$ cat src/freq_disc_pkg.sv
// shared constants and types for the frequency discriminator block
`default_nettype none
package freq_disc_pkg;

	// ****************************************************************
	// register map
	// ****************************************************************
	localparam logic [7:0] ctrl_offset   = 8'h00;
	localparam logic [7:0] status_offset = 8'h04;
	localparam logic [7:0] cycles_offset = 8'h08;
	localparam logic [7:0] steps_offset  = 8'h0C;
	localparam int         addr_bits     = 8;

	// control word field positions
	localparam int units_lsb   = 0;
	localparam int tens_lsb    = 4;
	localparam int hund_lsb    = 8;
	localparam int hold_bit    = 12;
	localparam int restart_bit = 13;

	localparam logic [31:0] ctrl_reset = 32'h0000_0000;

	// ****************************************************************
	// divider constants
	// ****************************************************************
	localparam logic [3:0] digit_max      = 4'h9;
	localparam logic [2:0] hund_even_span = 3'h5;
	localparam logic [2:0] hund_odd_span  = 3'h6;

	// ****************************************************************
	// search staircase codes
	// ****************************************************************
	localparam logic [1:0] level_0v  = 2'h0;
	localparam logic [1:0] level_2v5 = 2'h1;
	localparam logic [1:0] level_5v  = 2'h2;
	localparam logic [1:0] level_7v5 = 2'h3;

	// ahb-lite encodings
	localparam logic [1:0] htrans_nonseq = 2'h2;
	localparam logic [2:0] hsize_word    = 3'h2;

	typedef struct packed {
		logic [3:0] hund;
		logic [3:0] tens;
		logic [3:0] units;
	} selector_type;

	typedef struct packed {
		logic q1_n;
		logic q2_n;
	} detector_type;

	typedef enum logic [1:0] {
		bus_idle  = 2'b00,
		bus_write = 2'b01,
		bus_read  = 2'b10
	} bus_phase_type;

endpackage : freq_disc_pkg
`default_nettype wire

$ cat src/preset_divider.sv
// programmable preset divider with three decade stages and match gate
`default_nettype none
module preset_divider (
	input  wire logic                         hclk,       // system clock
	input  wire logic                         hresetn,    // async reset, low
	input  wire logic                         pulse_en,   // one mixer pulse
	input  wire logic                         reload_req, // software restart
	input  wire freq_disc_pkg::selector_type  sel,        // selector setting
	output logic                              term_pulse, // terminal match
	output logic [9:0]                        count_out   // pulses since load
);

	// ****************************************************************
	// decade stages
	// ****************************************************************
	logic [3:0] units_ff, nxt_units;
	logic [3:0] tens_ff,  nxt_tens;
	logic [2:0] hund_ff,  nxt_hund;
	logic       term_ff,  nxt_term;
	logic       tu_match;
	logic       hund_match;
	logic [2:0] hund_target;

	// odd hundreds selector moves the open span one hundred later
	assign hund_target = sel.hund[0] ? freq_disc_pkg::hund_odd_span
	                                 : freq_disc_pkg::hund_even_span;

	always_comb begin
		tu_match   = (units_ff == sel.units) && (tens_ff == sel.tens);
		hund_match = (hund_ff == hund_target);
		nxt_units  = units_ff;
		nxt_tens   = tens_ff;
		nxt_hund   = hund_ff;
		nxt_term   = 1'b0;
		if (reload_req) begin
			nxt_units = 4'h0;
			nxt_tens  = 4'h0;
			nxt_hund  = 3'h0;
		end else if (pulse_en) begin
			if (units_ff == freq_disc_pkg::digit_max) begin
				nxt_units = 4'h0;
				if (tens_ff == freq_disc_pkg::digit_max) begin
					nxt_tens = 4'h0;
					nxt_hund = hund_ff + 3'h1;
				end else begin
					nxt_tens = tens_ff + 4'h1;
				end
			end else begin
				nxt_units = units_ff + 4'h1;
			end
		end else if (tu_match && hund_match) begin
			// all three gate inputs quiet: emit and reload
			nxt_term  = 1'b1;
			nxt_units = 4'h0;
			nxt_tens  = 4'h0;
			nxt_hund  = 3'h0;
		end
	end

	always_ff @(posedge hclk or negedge hresetn) begin
		if (!hresetn) begin
			units_ff <= 4'h0;
			tens_ff  <= 4'h0;
			hund_ff  <= 3'h0;
			term_ff  <= 1'b0;
		end else begin
			units_ff <= nxt_units;
			tens_ff  <= nxt_tens;
			hund_ff  <= nxt_hund;
			term_ff  <= nxt_term;
		end
	end

	assign term_pulse = term_ff;
	assign count_out  = 10'(hund_ff) * 10'd100 + 10'(tens_ff) * 10'd10
	                  + 10'(units_ff);

endmodule : preset_divider
`default_nettype wire

$ cat src/detector_pair.sv
// two flip-flop frequency detector comparing reference and feedback
`default_nettype none
module detector_pair (
	input  wire logic                        hclk,     // system clock
	input  wire logic                        hresetn,  // async reset, low
	input  wire logic                        ref_edge, // reference edge
	input  wire logic                        fb_edge,  // feedback edge
	output freq_disc_pkg::detector_type      det       // inverted outputs
);

	// ****************************************************************
	// detector flip-flops
	// ****************************************************************
	logic q1_n_ff, nxt_q1_n;
	logic q2_n_ff, nxt_q2_n;
	logic ref_seen_ff, nxt_ref_seen;
	logic fb_seen_ff,  nxt_fb_seen;

	// the seen flags stand for the clear inputs: an edge of the other
	// clock since our last edge means the two are alternating
	always_comb begin
		nxt_q1_n     = q1_n_ff;
		nxt_q2_n     = q2_n_ff;
		nxt_ref_seen = ref_seen_ff;
		nxt_fb_seen  = fb_seen_ff;
		if (ref_edge && fb_edge) begin
			nxt_q1_n = 1'b0;
			nxt_q2_n = 1'b0;
		end else if (ref_edge) begin
			nxt_ref_seen = 1'b1;
			nxt_fb_seen  = 1'b0;
			if (fb_seen_ff) begin
				nxt_q1_n = 1'b0;
			end else begin
				nxt_q1_n = ~q1_n_ff;
				nxt_q2_n = 1'b1;
			end
		end else if (fb_edge) begin
			nxt_fb_seen  = 1'b1;
			nxt_ref_seen = 1'b0;
			if (ref_seen_ff) begin
				nxt_q2_n = 1'b0;
			end else begin
				nxt_q2_n = ~q2_n_ff;
				nxt_q1_n = 1'b1;
			end
		end
	end

	always_ff @(posedge hclk or negedge hresetn) begin
		if (!hresetn) begin
			q1_n_ff     <= 1'b1;
			q2_n_ff     <= 1'b1;
			ref_seen_ff <= 1'b0;
			fb_seen_ff  <= 1'b0;
		end else begin
			q1_n_ff     <= nxt_q1_n;
			q2_n_ff     <= nxt_q2_n;
			ref_seen_ff <= nxt_ref_seen;
			fb_seen_ff  <= nxt_fb_seen;
		end
	end

	assign det.q1_n = q1_n_ff;
	assign det.q2_n = q2_n_ff;

endmodule : detector_pair
`default_nettype wire

$ cat src/freq_discriminator_search_ramp.sv
// top: divider end, frequency detector, search staircase, ahb-lite regs
`default_nettype none
// Behaviour
// - odd hundreds, 9, 9 divides by 699
// - tens/units match every hundred pulses
// - odd hundreds opens span 600 to 700
// - reference clocks first, clears second detector
// - feedback clocks second, clears first detector
// - reference faster: first toggles, second high
// - feedback faster: second toggles, first high
// - equal frequency: both inverted outputs low
// - counter clock follows first inverted output while second is high
// - counter clock is AND of both
// - no clock edge: both bits low
// - first edge sets low bit only
// - second edge: low clears, high sets
// - third edge sets low bit again
// - fourth edge returns both bits zero
// - leading edge clocking, no stage delay
module freq_discriminator_search_ramp (
	input  wire logic        hclk,             // 10 mhz system clock
	input  wire logic        hresetn,          // async reset, low
	input  wire logic        hsel,             // slave select
	input  wire logic [31:0] haddr,            // byte address
	input  wire logic [1:0]  htrans,           // transfer type
	input  wire logic        hwrite,           // write when high
	input  wire logic [2:0]  hsize,            // transfer size
	input  wire logic [31:0] hwdata,           // write data
	input  wire logic        hready,           // bus ready in
	output logic      [31:0] hrdata,           // read data
	output logic             hreadyout,        // slave ready
	output logic             hresp,            // always okay
	input  wire logic        mixer_pulse,      // secondary loop mixer train
	input  wire logic        reference_clock,  // 1 khz reference
	output logic             divided_feedback, // divider output pulse
	output logic             search_clock,     // counter clock level
	output logic [1:0]       search_level_out  // staircase step code
);

	// ****************************************************************
	// input edge detection
	// ****************************************************************
	logic mix_d_ff, nxt_mix_d;
	logic ref_d_ff, nxt_ref_d;
	logic mix_edge;
	logic ref_edge;

	// state changes on the leading edge of each incoming clock
	always_comb begin
		nxt_mix_d = mixer_pulse;
		nxt_ref_d = reference_clock;
		mix_edge  = mixer_pulse && !mix_d_ff;
		ref_edge  = reference_clock && !ref_d_ff;
	end

	always_ff @(posedge hclk or negedge hresetn) begin
		if (!hresetn) begin
			mix_d_ff <= 1'b0;
			ref_d_ff <= 1'b0;
		end else begin
			mix_d_ff <= nxt_mix_d;
			ref_d_ff <= nxt_ref_d;
		end
	end

	// ****************************************************************
	// ahb-lite slave
	// ****************************************************************
	freq_disc_pkg::bus_phase_type phase_ff, nxt_phase;
	logic [7:0]   addr_ff,   nxt_addr;
	logic [31:0]  ctrl_ff,   nxt_ctrl;
	logic [31:0]  rdata_ff,  nxt_rdata;
	logic         ready_ff;
	logic         restart_ff, nxt_restart;
	logic         take;
	logic [31:0]  read_mux;
	logic [31:0]  status_word;
	logic [15:0]  cycles_ff, nxt_cycles;
	logic [15:0]  steps_ff,  nxt_steps;
	logic [9:0]   div_count;
	logic         div_term;
	freq_disc_pkg::selector_type sel;
	freq_disc_pkg::detector_type det;

	assign take = hsel && hready && (htrans == freq_disc_pkg::htrans_nonseq)
	            && (hsize == freq_disc_pkg::hsize_word);

	assign sel.units = ctrl_ff[freq_disc_pkg::units_lsb +: 4];
	assign sel.tens  = ctrl_ff[freq_disc_pkg::tens_lsb  +: 4];
	assign sel.hund  = ctrl_ff[freq_disc_pkg::hund_lsb  +: 4];

	always_comb begin
		case (haddr[7:0])
			freq_disc_pkg::ctrl_offset:   read_mux = ctrl_ff;
			freq_disc_pkg::status_offset: read_mux = status_word;
			freq_disc_pkg::cycles_offset: read_mux = {16'h0000, cycles_ff};
			freq_disc_pkg::steps_offset:  read_mux = {16'h0000, steps_ff};
			default:                      read_mux = 32'h0000_0000;
		endcase
	end

	// reads are fetched in the address phase so the data phase has no
	// wait state; a later write in the same slot cannot be seen early
	always_comb begin
		nxt_phase   = freq_disc_pkg::bus_idle;
		nxt_addr    = addr_ff;
		nxt_rdata   = rdata_ff;
		nxt_ctrl    = ctrl_ff;
		nxt_restart = 1'b0;
		if (phase_ff == freq_disc_pkg::bus_write) begin
			case (addr_ff)
				freq_disc_pkg::ctrl_offset: begin
					// digits are stored as written; a units or tens digit above nine never matches
					nxt_ctrl = {19'h0, hwdata[freq_disc_pkg::hold_bit],
					            hwdata[11:0]};
					nxt_restart = hwdata[freq_disc_pkg::restart_bit];
				end
				default: begin
					nxt_ctrl = ctrl_ff;
				end
			endcase
		end
		if (take) begin
			nxt_addr = haddr[7:0];
			if (hwrite) begin
				nxt_phase = freq_disc_pkg::bus_write;
			end else begin
				nxt_phase = freq_disc_pkg::bus_read;
				nxt_rdata = read_mux;
			end
		end
	end

	always_ff @(posedge hclk or negedge hresetn) begin
		if (!hresetn) begin
			phase_ff   <= freq_disc_pkg::bus_idle;
			addr_ff    <= 8'h00;
			ctrl_ff    <= freq_disc_pkg::ctrl_reset;
			rdata_ff   <= 32'h0000_0000;
			restart_ff <= 1'b0;
			ready_ff   <= 1'b0;
		end else begin
			phase_ff   <= nxt_phase;
			addr_ff    <= nxt_addr;
			ctrl_ff    <= nxt_ctrl;
			rdata_ff   <= nxt_rdata;
			restart_ff <= nxt_restart;
			ready_ff   <= 1'b1;
		end
	end

	assign hrdata    = rdata_ff;
	assign hreadyout = ready_ff;
	assign hresp     = 1'b0;

	// ****************************************************************
	// divider and detector
	// ****************************************************************
	preset_divider u_divider (
		.hclk       (hclk),
		.hresetn    (hresetn),
		.pulse_en   (mix_edge),
		.reload_req (restart_ff),
		.sel        (sel),
		.term_pulse (div_term),
		.count_out  (div_count)
	);

	detector_pair u_detector (
		.hclk     (hclk),
		.hresetn  (hresetn),
		.ref_edge (ref_edge),
		.fb_edge  (div_term),
		.det      (det)
	);

	// ****************************************************************
	// search counter and outputs
	// ****************************************************************
	logic       sclk_ff,  nxt_sclk;
	logic [1:0] level_ff, nxt_level;
	logic       fb_ff,    nxt_fb;
	logic       sclk_rise;

	always_comb begin
		// wired and of the two inverted outputs drives the counter clock
		nxt_sclk  = det.q1_n && det.q2_n;
		nxt_fb    = div_term;
		sclk_rise = nxt_sclk && !sclk_ff;
		nxt_level = level_ff;
		// hold freezes the staircase for alignment
		if (restart_ff) begin
			nxt_level = freq_disc_pkg::level_0v;
		end else if (sclk_rise && !ctrl_ff[freq_disc_pkg::hold_bit]) begin
			case (level_ff)
				freq_disc_pkg::level_0v:  nxt_level = freq_disc_pkg::level_2v5;
				freq_disc_pkg::level_2v5: nxt_level = freq_disc_pkg::level_5v;
				freq_disc_pkg::level_5v:  nxt_level = freq_disc_pkg::level_7v5;
				freq_disc_pkg::level_7v5: nxt_level = freq_disc_pkg::level_0v;
				default:                  nxt_level = freq_disc_pkg::level_0v;
			endcase
		end
		nxt_cycles = cycles_ff + {15'h0000, div_term};
		nxt_steps  = steps_ff + {15'h0000, sclk_rise};
	end

	always_ff @(posedge hclk or negedge hresetn) begin
		if (!hresetn) begin
			sclk_ff   <= 1'b1;
			level_ff  <= freq_disc_pkg::level_0v;
			fb_ff     <= 1'b0;
			cycles_ff <= 16'h0000;
			steps_ff  <= 16'h0000;
		end else begin
			sclk_ff   <= nxt_sclk;
			level_ff  <= nxt_level;
			fb_ff     <= nxt_fb;
			cycles_ff <= nxt_cycles;
			steps_ff  <= nxt_steps;
		end
	end

	assign status_word = {16'h0000, div_count, sclk_ff, det.q1_n, det.q2_n,
	                      fb_ff, level_ff};

	assign divided_feedback = fb_ff;
	assign search_clock     = sclk_ff;
	assign search_level_out = level_ff;

endmodule : freq_discriminator_search_ramp
`default_nettype wire

$ cat config.mk
export PLATFORM = sky130hd
export DESIGN_NAME = freq_discriminator_search_ramp
export DESIGN_NICKNAME = d
export VERILOG_FILES = /design/src/freq_disc_pkg.sv /design/src/preset_divider.sv /design/src/detector_pair.sv /design/src/freq_discriminator_search_ramp.sv
export SDC_FILE = /design/constraint.sdc
export NUM_CORES = 1
export LEC_CHECK = 0
export BUFFER_PORTS_ARGS = -buffer_cell sky130_fd_sc_hd__buf_2
export CAP_MARGIN = 30
export CELL_PAD_IN_SITES_DETAIL_PLACEMENT = 0
export CELL_PAD_IN_SITES_GLOBAL_PLACEMENT = 1
export CORE_MARGIN = 2
export CORE_UTILIZATION = 46
export CTS_CLUSTER_DIAMETER = 200
export DETAILED_ROUTE_END_ITERATION = 12
export GPL_ROUTABILITY_DRIVEN = 0
export PLACE_DENSITY = 0.88
export SETUP_SLACK_MARGIN = 0.5
export SLEW_MARGIN = 0
export SYNTH_ARGS = -nofsm -noshare
export SYNTH_HDL_FRONTEND = slang
export SYNTH_SLANG_ARGS = --single-unit
$ cat constraint.sdc
create_clock -name hclk -period 5.35 [get_ports hclk]
set_clock_uncertainty 0.2 [all_clocks]
set_input_delay 0.535 -clock hclk [delete_from_list [all_inputs] [get_ports hclk]]
set_output_delay 0.535 -clock hclk [all_outputs]
set_load 0.01 [all_outputs]
==> results of run 1 <==
[area by class of cell]
cell class | count | area, um2 | area share, %
Sequential cell | 95 | 2380 | 40.5
Inverter | 17 | 63.8 | 1.09
Tap cell | 140 | 175 | 2.98
Clock inverter | 4 | 72.6 | 1.23
Timing Repair Buffer | 58 | 333 | 5.66
Clock buffer | 12 | 236 | 4.02
Multi-Input combinational cell | 333 | 2620 | 44.5
[synthesized netlist by cell type, drive strengths merged, types with 4 or more instances]
cell     number  area (um2)
o21ai        18        93.8
buf          25         173
xnor2        34         298
and4          5        43.8
mux2         24         270
a21o          4        30.0
nor3          5        25.0
a22o          7        61.3
nand2        30         115
nor3b         5        47.5
fa            4        80.1
o2bb2ai       4        35.0
a21oi        12        63.8
a211oi        4        30.0
nor2         25        93.8
and2          4        26.3
and3          9        56.3
ha           34         425
inv          17        63.8
a221oi        7        61.3
nand4         6        37.5
xor2          7        61.3
mux2i        13         130
dfrtp        92        2300
mux4          5         113
nand3        20         100
[layout by cell type (no fill, tap or decap), types with 3 or more instances in the layout]
master     count
and2_1         3
mux2i_1       13
a21o_1         4
dfstp_2        3
xor2_1         7
ha_1          34
buf_2         53
nor3_1         5
nand3_1       20
inv_1         17
o21ai_0       10
a211oi_1       4
o2bb2ai_1      4
mux4_2         5
fa_1           4
dfrtp_1       92
clkbuf_1       3
mux2_2        24
and3_1         9
nand2_1       29
clkbuf_16      9
and4_1         5
a22o_1         7
conb_1        18
xnor2_1       34
nor3b_1        3
a221oi_1       7
nand4_1        6
o21ai_1        7
a21oi_1       11
nor2_1        25
nor2b_1        3
[flip-flops by register name, summed over array words and instances, names as in the netlist, 2 cells and up]
signal / cells
phase_ff: 2
ctrl_ff: 13
addr_ff: 8
hrdata: 16
u_divider.tens_ff: 4
u_divider.units_ff: 4
cycles_ff: 16
u_divider.hund_ff: 3
steps_ff: 16
search_level_out: 2
[metal layers]
layer  wire length (um)  part of all wire [%]
met1               4970                    46
met2               5240                    48
met3                489                   4.5
met4                112                   1.0
met5                  0                     0
[cells by family (layout without fill, tap and decap cells)]
family / Yosys count / count (layout) / synth area share [%]
AND/OR/NAND/NOR: 125 / 125 / 13.2
flip-flops: 95 / 95 / 45.8
AO/OA/AOI/OAI: 69 / 69 / 9.39
buffers and inverters: 45 / 91 / 4.96
multiplexers: 42 / 42 / 9.87
XOR/XNOR: 41 / 41 / 6.91
adder cells (fa/ha/maj): 38 / 38 / 9.73
other: 2 / 18 / 0.145
[stage by stage]
stage	total power [uW]	util (%)	worst slack, ns	hold WS (ns)
6_report	2500	53.8	1.79	0.119
5_1_grt	2670	53.8	1.65	0.113
4_1_cts	2520	53.5	1.79	0.111
3_5_place_dp	1830	50.6	1.82	0.221
3_3_place_gp	1790	50.5	1.91	0.215
2_1_floorplan	1600	-	2.09	0.0394
[power breakdown]
group | switching [uW] | internal [uW]
clock | 263 | 409
combinational | 469 | 415
sequential | 137 | 809
[how the worst min path moves through the flow]
stage | slack [ns] | depth (start not counted) | end | start
floorplan | 0.04 | 0 | addr_ff[0]$_DFFE_PN0P_ | hresetn
global placement | 0.21 | 1 | addr_ff[0]$_DFFE_PN0P_ | hresetn
detailed placement | 0.22 | 1 | addr_ff[0]$_DFFE_PN0P_ | hresetn
CTS | 0.11 | 1 | ref_d_ff$_DFF_PN0_ | reference_clock
global route | 0.11 | 1 | ref_d_ff$_DFF_PN0_ | reference_clock
finish | 0.12 | 1 | ref_d_ff$_DFF_PN0_ | reference_clock
==> flow_metrics.py, run 1 <==
metrics = {
    "grt": {
        "grt_pass1_vias": 3556,
        "grt_max_degree": 78,
        "gr-usage-met2_pct": 31.4,
        "antenna_found_initial": 0,
        "busiest_layer": "met2",
        "grt.overflow.total": 0,
        "grtUsageTotal_pct": 18.8,
        "grt_pass1_wl_mm": 17.5,
        "met3_usage_pct": 2.94,
        "grtUsageMet1_pct": 25.4,
    },
    "cells_and_area": {
        "fin_nets": 628,
        "areaGrowthSynthToFinish_pct": 13.1,
        "final_cells": 659,
        "drive_gt1_share_pct": 22.0,
        "stdcell_area_um2": 5880,
        "fillers": 959,
        "insertedDiodeCount": 0,
    },
    "clocking": {
        "cts_buffers": 9,
        "root_buffer": "clkbuf_16",
        "htreeDepth": 3,
        "post_cts_buffers": 0,
        "cts_tree": "done",
        "cts-resized-gates": 0,
        "clockBufferDepth": 2,
        "insertion_delay_ns": 0.33,
        "cts_hold_buf": 1,
        "cts.clk_slew.worst_paths_ns": 0.06,
        "clock-sinks": 95,
    },
    "sta": {
        "setup_violations": 0,
        "finalCritPeriodShare_pct": 66.6,
        "max_freq_mhz": 281,
        "rsz0062_at_grt": "false",
        "hold_viol": 0,
        "slew_headroom_pct": 58.3,
        "tightest_slew_ns": 0.625,
        "finalCriticalPeriod_ns": 3.56,
        "tns_ns": 0,
        "slew_violations": 0,
    },
    "worst_setup_path": {
        "critical_path_class": "flip-flop to flip-flop",
        "cpPeakStageDelay_ns": 0.49,
        "critPathMostFrequentCell": "ha_1",
        "endpoint_kind": "flip-flop",
        "required_ns": 5.43,
        "reg2reg_slack_ns": 1.79,
        "r2r_end": "hrdata[15]$_DFFE_PN0P_",
        "cp-startpoint": "u_divider.tens_ff[1]$_DFFE_PN0P_",
        "cp.buffers_inverters": 0,
        "cpLargestDelayFamily": "adder cells",
        "crit-reg2reg-launch": "u_divider.tens_ff[1]$_DFFE_PN0P_",
        "rr_worst_depth": 11,
        "crit_chain": "ha_1 -> ha_1 -> fa_1 -> xor2_1 -> ha_1 -> ha_1 -> a21oi_1 -> nand2_1 -> a221o_2 -> mux2_2 -> nand2_1",
        "worst-path-stages": 11,
        "critical_path.max_fanout": 7,
        "cp-start-kind": "flip-flop",
        "critical_path_arrival_ns": 3.64,
        "cp-endpoint": "hrdata[15]$_DFFE_PN0P_",
        "slowest_stage": "dfrtp_1",
    },
    "placement": {
        "dpl-instance-area_um2": 5530,
        "post-dp-hpwl_mm": 7.90,
        "portBuffers": 54,
        "place_inst": 641,
    },
    "floorplanning": {
        "die_h_um": 110,
        "initial_core_util_pct": 47.5,
        "ios": 114,
        "die-width_um": 110,
        "rows": 38,
        "core_area_um2": 10900,
        "dieArea_um2": 12200,
    },
    "run": {
        "drv_cap": 0,
    },
    "route": {
        "wl_mm": 10.8,
        "remaining_drc_errors": 0,
        "route.vias.total": 3616,
        "antenna_left": 0,
        "wire_per_inst_um": 16.4,
        "dr.pass1.iters": 4,
        "drtIter0Drc": 192,
        "vias_per_cell": 5.49,
    },
    "synthesis": {
        "syn_avg_cell_area_um2": 11.4,
        "synth-edff-count": 0,
        "syn_area_um2": 5200,
        "synth-seq-area-share_pct": 45.8,
        "yosys.cell_types.count": 60,
        "synthArstFlopShare_pct": 100,
        "yosys_warnings": 0,
        "ys_ff_latch": 95,
        "syn_inst": 457,
        "synthFlopType": "dfrtp_1",
    },
    "power": {
        "power_density_nw_per_um2": 426,
        "vdd_ir_drop_max_mv": 0.262,
        "p_leak_uw": 0.00285,
    },
    "status": {
        "outcome": "finished, final reports clean",
    },
    "hold_path": {
        "hp-class": "input port to flip-flop",
    },
}
No activity file was read; power rests on OpenSTA's default activity.
==> run 2: changes to the inputs <==
Settings changed: CORE_UTILIZATION 46 to 43, PLACE_DENSITY 0.88 to 0.83.
Clock period 5.35 ns to 3.6 ns, I/O delays scaled along.
==> run 2 against run 1 <==
Compared with the run above:
- utilization is 3.6 points lower
- final area is 1.5% higher
- combinational power is 69% higher
- sequential share of layout area is 0.57 points lower
- global-route usage is 0.62 points lower
- power is 51% higher
- register-to-register slack worse by 1.2 ns
- critical path depth is 1 lower
- highest routed layer unchanged
- worst hold slack worse by 0.099 ns
- via count is 0.41% higher
- critical path type unchanged
- die area is 6.7% higher
==> flow_metrics.py, run 2 (synthesis results as in run 1) <==
metrics = {
    "status": {
        "outcome": "finished, final reports clean",
    },
    "worst_setup_path": {
        "critical_path_class": "flip-flop to flip-flop",
        "r2r_end": "hrdata[15]$_DFFE_PN0P_",
        "cp-start-kind": "flip-flop",
        "critical_path_arrival_ns": 3.14,
        "rr_worst_depth": 10,
        "required_ns": 3.69,
        "endpoint_kind": "flip-flop",
        "reg2reg_slack_ns": 0.55,
        "critical_path.max_fanout": 4,
        "crit-reg2reg-launch": "u_divider.tens_ff[1]$_DFFE_PN0P_",
    },
    "route": {
        "remaining_drc_errors": 0,
        "met1_length_mm": 5.08,
        "route.met3.wl_um": 484,
        "vias_per_cell": 5.39,
        "route.vias.total": 3631,
        "dr.pass1.iters": 4,
        "wl_mm": 10.9,
        "antenna_left": 0,
        "dr_wl_met2_mm": 5.15,
        "wire_per_inst_um": 16.2,
        "maxUsedRoutingLayer": "met4",
        "drtIter0Drc": 175,
    },
    "cells_and_area": {
        "fin_nets": 636,
        "layout_commonest_cell": "dfrtp_1",
        "drive_gt1_share_pct": 24.7,
        "areaGrowthSynthToFinish_pct": 14.9,
        "final_cells": 674,
        "insertedDiodeCount": 0,
        "post-route-util_pct": 50.1,
        "final_cell_mix": "dfrtp_1 (90), buf_2 (53), xnor2_1 (34), ha_1 (30), nand2_1 (29)",
    },
    "run": {
        "drv_cap": 0,
    },
    "floorplanning": {
        "die_h_um": 114,
        "dieArea_um2": 13000,
        "die-width_um": 114,
        "initial_core_util_pct": 43.6,
        "ios": 114,
        "rows": 40,
        "core_area_um2": 11900,
    },
    "placement": {
        "portBuffers": 54,
        "place_inst": 652,
        "post-dp-hpwl_mm": 8.19,
    },
    "grt": {
        "grtUsageTotal_pct": 18.2,
        "antenna_found_initial": 0,
        "grt_max_degree": 55,
        "grt_pass1_vias": 3666,
        "grt_pass1_wl_mm": 18.2,
        "grt.overflow.total": 0,
    },
    "power": {
        "p_total_uw": 3780,
        "p_leak_uw": 0.00288,
        "vdd_ir_drop_max_mv": 0.353,
        "power_density_nw_per_um2": 633,
    },
    "sta": {
        "setup_violations": 0,
        "tightest_slew_ns": 0.613,
        "finalCritPeriodShare_pct": 84.6,
        "slew_headroom_pct": 59.1,
        "tns_ns": 0,
        "hold_viol": 0,
        "slew_violations": 0,
        "max_freq_mhz": 328,
        "finalCriticalPeriod_ns": 3.05,
        "rsz0062_at_grt": "true",
        "hold_slack_ns": 0.0194,
    },
    "clocking": {
        "cts_tree": "done",
        "root_buffer": "clkbuf_16",
        "cts.clk_slew.worst_paths_ns": 0.06,
        "cts_buffers": 9,
        "clock-sinks": 95,
        "clockBufferDepth": 2,
        "htreeDepth": 3,
        "insertion_delay_ns": 0.35,
    },
    "hold_path": {
        "whs_path_depth": 3,
        "holdCritStartpoint": "hwdata[13]",
        "min_to": "restart_ff$_DFF_PN0_",
        "hp-class": "input port to flip-flop",
    },
}
run 2: cell count changes in the layout (fill, tap and decap cells not counted), moves of 2 or more:
cell,previous run,this run
buf_4,2,9
inv_6,0,2
dlygate4sd3_1,1,3
ha_1,34,30
dfrtp_1,92,90
ha_4,0,3
bufinv_16,2,0
clkbuf_1,3,1
dfrtp_2,0,2
clkbuf_8,0,2
run 2: power breakdown:
| part | switching (uW) | internal (uW) |
|---|---|---|
| Combinational | 757 | 737 |
| Sequential | 160 | 1210 |
| Clock | 409 | 509 |
| Total | 1330 | 2450 |
run 2: routing by layer:
layer	GRT usage [%]	up-vias
met5	0	-
met1	23.7	1800
li1	-	1738
met4	6.59	0
met2	28.8	75
met3	5.53	18
run 2: critical path: stages, from the launching register on:
cell and delay [ns]:
dfrtp_2 0.43, ha_4 0.24, ha_2 0.19, fa_2 0.33, xor2_1 0.15, ha_1 0.31, ha_4 0.24, and4_1 0.19
a221o_2 0.36, mux2_2 0.28, nand2_1 0.06
run 2: worst max-delay path by stage:
stage,start,to,slack [ns],cells past startpoint
2_1_floorplan,u_divider.tens_ff[1]$_DFFE_PN0P_,hrdata[15]$_DFFE_PN0P_,0.51,11
4_1_cts,u_divider.tens_ff[1]$_DFFE_PN0P_,hrdata[15]$_DFFE_PN0P_,0.50,11
3_3_place_gp,u_divider.tens_ff[3]$_DFFE_PN0P_,hrdata[15]$_DFFE_PN0P_,0.36,11
3_5_place_dp,u_divider.tens_ff[3]$_DFFE_PN0P_,hrdata[15]$_DFFE_PN0P_,0.32,11
6_report,u_divider.tens_ff[1]$_DFFE_PN0P_,hrdata[15]$_DFFE_PN0P_,0.55,10
5_1_grt,u_divider.tens_ff[1]$_DFFE_PN0P_,hrdata[15]$_DFFE_PN0P_,0.45,11
run 2: layout make-up:
type / count / area (um2)
Fill cell: 1090 / 5940
Multi-Input combinational cell: 333 / 2660
Sequential cell: 95 / 2380
Timing Repair Buffer: 66 / 390
Clock buffer: 12 / 256
Tap cell: 147 / 184
Inverter: 17 / 63.8
Clock inverter: 4 / 27.5
run 2: metrics by stage:
| stage | cell area (um2) | setup WS [ns] |
|---|---|---|
| 5_1_grt | 5970 | 0.449 |
| 6_report | 5970 | 0.553 |
| 3_5_place_dp | 5610 | 0.318 |
| 2_1_floorplan | 5290 | 0.515 |
| 4_1_cts | 5970 | 0.502 |
| 3_3_place_gp | 5590 | 0.363 |
run 2: repair_timing:
| action | 4_1_cts | 5_1_grt |
|---|---|---|
| setup endpoints to repair | 5 | 3 |
| hold buffers | 3 | 0 |
| resized for setup | 3 | 2 |
| pin swaps | 2 | 5 |
| hold endpoints to repair | 26 | 0 |
| buffers inserted | 3 | 0 |
==> run 3: changes to the inputs <==
Settings changed: ABC_AREA set to 1, CORE_UTILIZATION 43 to 37, PLACE_DENSITY 0.83 to 0.8.
Clock period 3.6 ns to 2.5 ns, I/O delays scaled along.
==> run 3 against run 2 <==
Compared with the run above:
- the run now ends with setup timing left
- count of clock-buffer cells in the layout fell by 2
- die area rose by 23%
- sequential share of layout area fell by 6.5 points
- register-to-register slack got worse by 0.81 ns
==> flow_metrics.py, run 3 <==
metrics = {
    "cells_and_area": {
        "insertedDiodeCount": 0,
        "stdcell_area_um2": 7140,
        "layout_commonest_cell": "nand2_1",
        "areaGrowthSynthToFinish_pct": 28.6,
        "final_cell_mix": "nand2_1 (172), dfrtp_1 (87), inv_1 (84), nand3_1 (72), buf_2 (53)",
        "fillers": 1392,
        "fin_nets": 922,
        "drive_gt1_share_pct": 21.9,
    },
    "worst_setup_path": {
        "slowest_stage": "dfrtp_2",
        "cp-start-kind": "flip-flop",
        "critical_path_arrival_ns": 2.80,
        "rr_worst_depth": 14,
        "crit_chain": "ha_4 -> ha_4 -> fa_2 -> xor2_1 -> ha_1 -> ha_4 -> nand2_1 -> nand2_2 -> a21oi_2 -> nand3_1 -> nand3_1 -> nand2_1 -> nand2_1 -> nand2_1",
        "reg2reg_slack_ns": -0.25,
        "required_ns": 2.55,
        "critPathMostFrequentCell": "nand2_1",
        "crit-reg2reg-launch": "u_divider.tens_ff[3]$_DFFE_PN0P_",
        "endpoint_kind": "flip-flop",
        "cpPeakStageDelay_ns": 0.42,
        "r2r_end": "hrdata[15]$_DFFE_PN0P_",
        "critical_path.max_fanout": 4,
        "critical_path_class": "flip-flop to flip-flop",
    },
    "synthesis": {
        "yosys_warnings": 0,
        "syn_avg_cell_area_um2": 8.07,
        "yosys.cell_types.count": 36,
        "yosysMostFrequentCell": "nand2_1",
        "synth-edff-count": 0,
        "syn_area_um2": 5550,
        "synth.top_cell.area_share_pct": 41.5,
        "synthArstFlopShare_pct": 100,
        "ys_ff_latch": 95,
        "synth-seq-area-share_pct": 42.9,
        "synth_area_leader_cell": "dfrtp_1",
        "syn_inst": 688,
        "synth_area_leaders": "dfrtp_1 (41%), nand2_1 (13%), ha_1 (7.7%), nand3_1 (7.0%), inv_1 (5.9%)",
        "synthFlopType": "dfrtp_1",
        "netlist_top_cells_count": "nand2_1 (187), dfrtp_1 (92), inv_1 (87), nand3_1 (78), nor2_1 (44)",
    },
    "route": {
        "route.vias.total": 4822,
        "drtIter0Drc": 245,
        "dr.pass1.iters": 5,
        "wl_mm": 13.6,
        "antenna_left": 0,
        "remaining_drc_errors": 0,
        "wire_per_inst_um": 13.6,
        "vias_per_cell": 4.84,
    },
    "sta": {
        "rsz0062_at_grt": "true",
        "hold_slack_ns": 0.0282,
        "slew_violations": 0,
        "fin_ws_ns": -0.254,
        "setup_violations": 6,
        "max_freq_mhz": 363,
        "slew_headroom_pct": 56.2,
        "hold_viol": 0,
        "tightest_slew_ns": 0.655,
        "finalCriticalPeriod_ns": 2.75,
        "finalCritPeriodShare_pct": 110,
    },
    "floorplanning": {
        "die_h_um": 126,
        "ios": 114,
        "core_area_um2": 14600,
        "rows": 44,
        "die-width_um": 126,
        "dieArea_um2": 16000,
        "initial_core_util_pct": 38.0,
    },
    "placement": {
        "post-place-ws_ns": -0.277,
        "post-dp-hpwl_mm": 9.86,
        "dpl-instance-area_um2": 6220,
        "portBuffers": 54,
    },
    "status": {
        "outcome": "finished, violations left",
        "violations": "setup timing",
    },
    "grt": {
        "grt_pass1_wl_mm": 22.9,
        "grt.overflow.total": 0,
        "antenna_found_initial": 0,
        "grt_max_degree": 48,
        "grt_pass1_vias": 4678,
        "gr-usage-met2_pct": 28.6,
        "grtUsageTotal_pct": 17.8,
        "grtUsageMet1_pct": 24.1,
        "busiest_layer": "met2",
        "met3_usage_pct": 2.83,
    },
    "power": {
        "p_leak_uw": 0.00386,
        "power_density_nw_per_um2": 575,
        "vdd_ir_drop_max_mv": 0.356,
    },
    "hold_path": {
        "holdCritStartpoint": "hsize[2]",
        "min_to": "addr_ff[1]$_DFFE_PN0P_",
        "whs_path_depth": 4,
        "hp-class": "input port to flip-flop",
    },
    "clocking": {
        "htreeDepth": 3,
        "clock-sinks": 95,
        "clockBufferDepth": 2,
        "cts.clk_slew.worst_paths_ns": 0.07,
        "root_buffer": "clkbuf_16",
        "cts_buffers": 9,
        "insertion_delay_ns": 0.35,
        "cts_tree": "done",
    },
    "run": {
        "drv_cap": 0,
    },
}
[run 3: cell types whose count changed in the layout (fill, tap and decap cells not counted), sizes merged, moves of 9 or more]
cell | previous run | this run
xor2 | 7 | 22
and3 | 9 | 0
nand2 | 30 | 189
mux2 | 24 | 1
mux2i | 13 | 0
buf | 63 | 96
o21ai | 18 | 37
dlygate4sd3 | 3 | 26
xnor2 | 34 | 11
nand4 | 6 | 18
inv | 19 | 90
nand3 | 20 | 78
nor2 | 25 | 46
[run 3: worst max path at each step]
stage / startpoint / endpoint / slack [ns] / depth (start not counted)
after floorplan: u_divider.tens_ff[3]$_DFFE_PN0P_ / hrdata[14]$_DFFE_PN0P_ / -0.20 / 15
after global placement: u_divider.tens_ff[3]$_DFFE_PN0P_ / hrdata[14]$_DFFE_PN0P_ / -0.24 / 15
after detailed placement: u_divider.tens_ff[3]$_DFFE_PN0P_ / hrdata[15]$_DFFE_PN0P_ / -0.28 / 15
after CTS: u_divider.tens_ff[3]$_DFFE_PN0P_ / hrdata[14]$_DFFE_PN0P_ / -0.27 / 15
after global routing: u_divider.tens_ff[3]$_DFFE_PN0P_ / hrdata[14]$_DFFE_PN0P_ / -0.46 / 15
final: u_divider.tens_ff[3]$_DFFE_PN0P_ / hrdata[15]$_DFFE_PN0P_ / -0.25 / 14
[run 3: final cells by class]
| cell class | instances | area (um2) | area share (%) |
|---|---|---|---|
| Inverter | 88 | 333 | 4.66 |
| Tap cell | 184 | 230 | 3.23 |
| Timing Repair Buffer | 122 | 880 | 12.3 |
| Multi-Input combinational cell | 492 | 3010 | 42.2 |
| Clock buffer | 10 | 229 | 3.21 |
| Sequential cell | 95 | 2390 | 33.5 |
| Clock inverter | 6 | 68.8 | 0.964 |
[run 3: cell families (layout without fill, tap and decap cells)]
| logic type | count (synthesis) | after routing | synth area share [%] |
|---|---|---|---|
| buf+inv | 118 | 226 | 9.47 |
| flops | 95 | 95 | 42.9 |
| mux | 1 | 1 | 0.203 |
| simple gates | 354 | 355 | 28.6 |
| xor+xnor | 33 | 33 | 5.21 |
| compound gates | 47 | 47 | 4.35 |
| other cells | 2 | 18 | 0.135 |
| fa+ha+maj | 38 | 38 | 9.11 |
[run 3: power by group]
| group | internal, uW | leakage (uW) | switching (uW) |
|---|---|---|---|
| sequential | 1700 | 0.00122 | 159 |
| combinational | 385 | 0.00250 | 458 |
| clock | 783 | 0.000143 | 618 |
| total | 2860 | 0.00386 | 1240 |
[run 3: layer usage]
metal,vias to the layer above,share of wire (%)
li1,2428,-
met1,2290,46
met2,85,48
met3,19,3.8
met4,0,1.9
met5,-,0
[run 3: through the flow]
step / std cells / power, uW / TNS (ns) / utilization (%)
floorplan: 704 / 2320 / -0.687 / -
global placement: 935 / 2570 / -1.04 / 42.6
detailed placement: 935 / 2590 / -1.14 / 42.6
CTS: 987 / 4100 / -1.08 / 47.5
global route: 997 / 4330 / -1.84 / 48.9
finish: 997 / 4100 / -0.978 / 48.9
[run 3: repair_timing]
| item | CTS | global route |
|---|---|---|
| hold buffers | 26 | 0 |
| gates resized for setup | 24 | 34 |
| setup buffers | 10 | 9 |
| endpoints found under the hold margin | 96 | 0 |
| pin swaps | 20 | 15 |
| setup endpoints to repair | 18 | 26 |
| gates cloned | 0 | 1 |
[run 3: worst max-delay path, delay by kind of cell, from the launching register on]
family	cells	cell delay [ns]
adder cells (fa/ha/maj)	5	1.29
AND/OR/NAND/NOR	7	0.46
flip-flops	1	0.42
XOR/XNOR	1	0.15
AO/OA/AOI/OAI	1	0.15
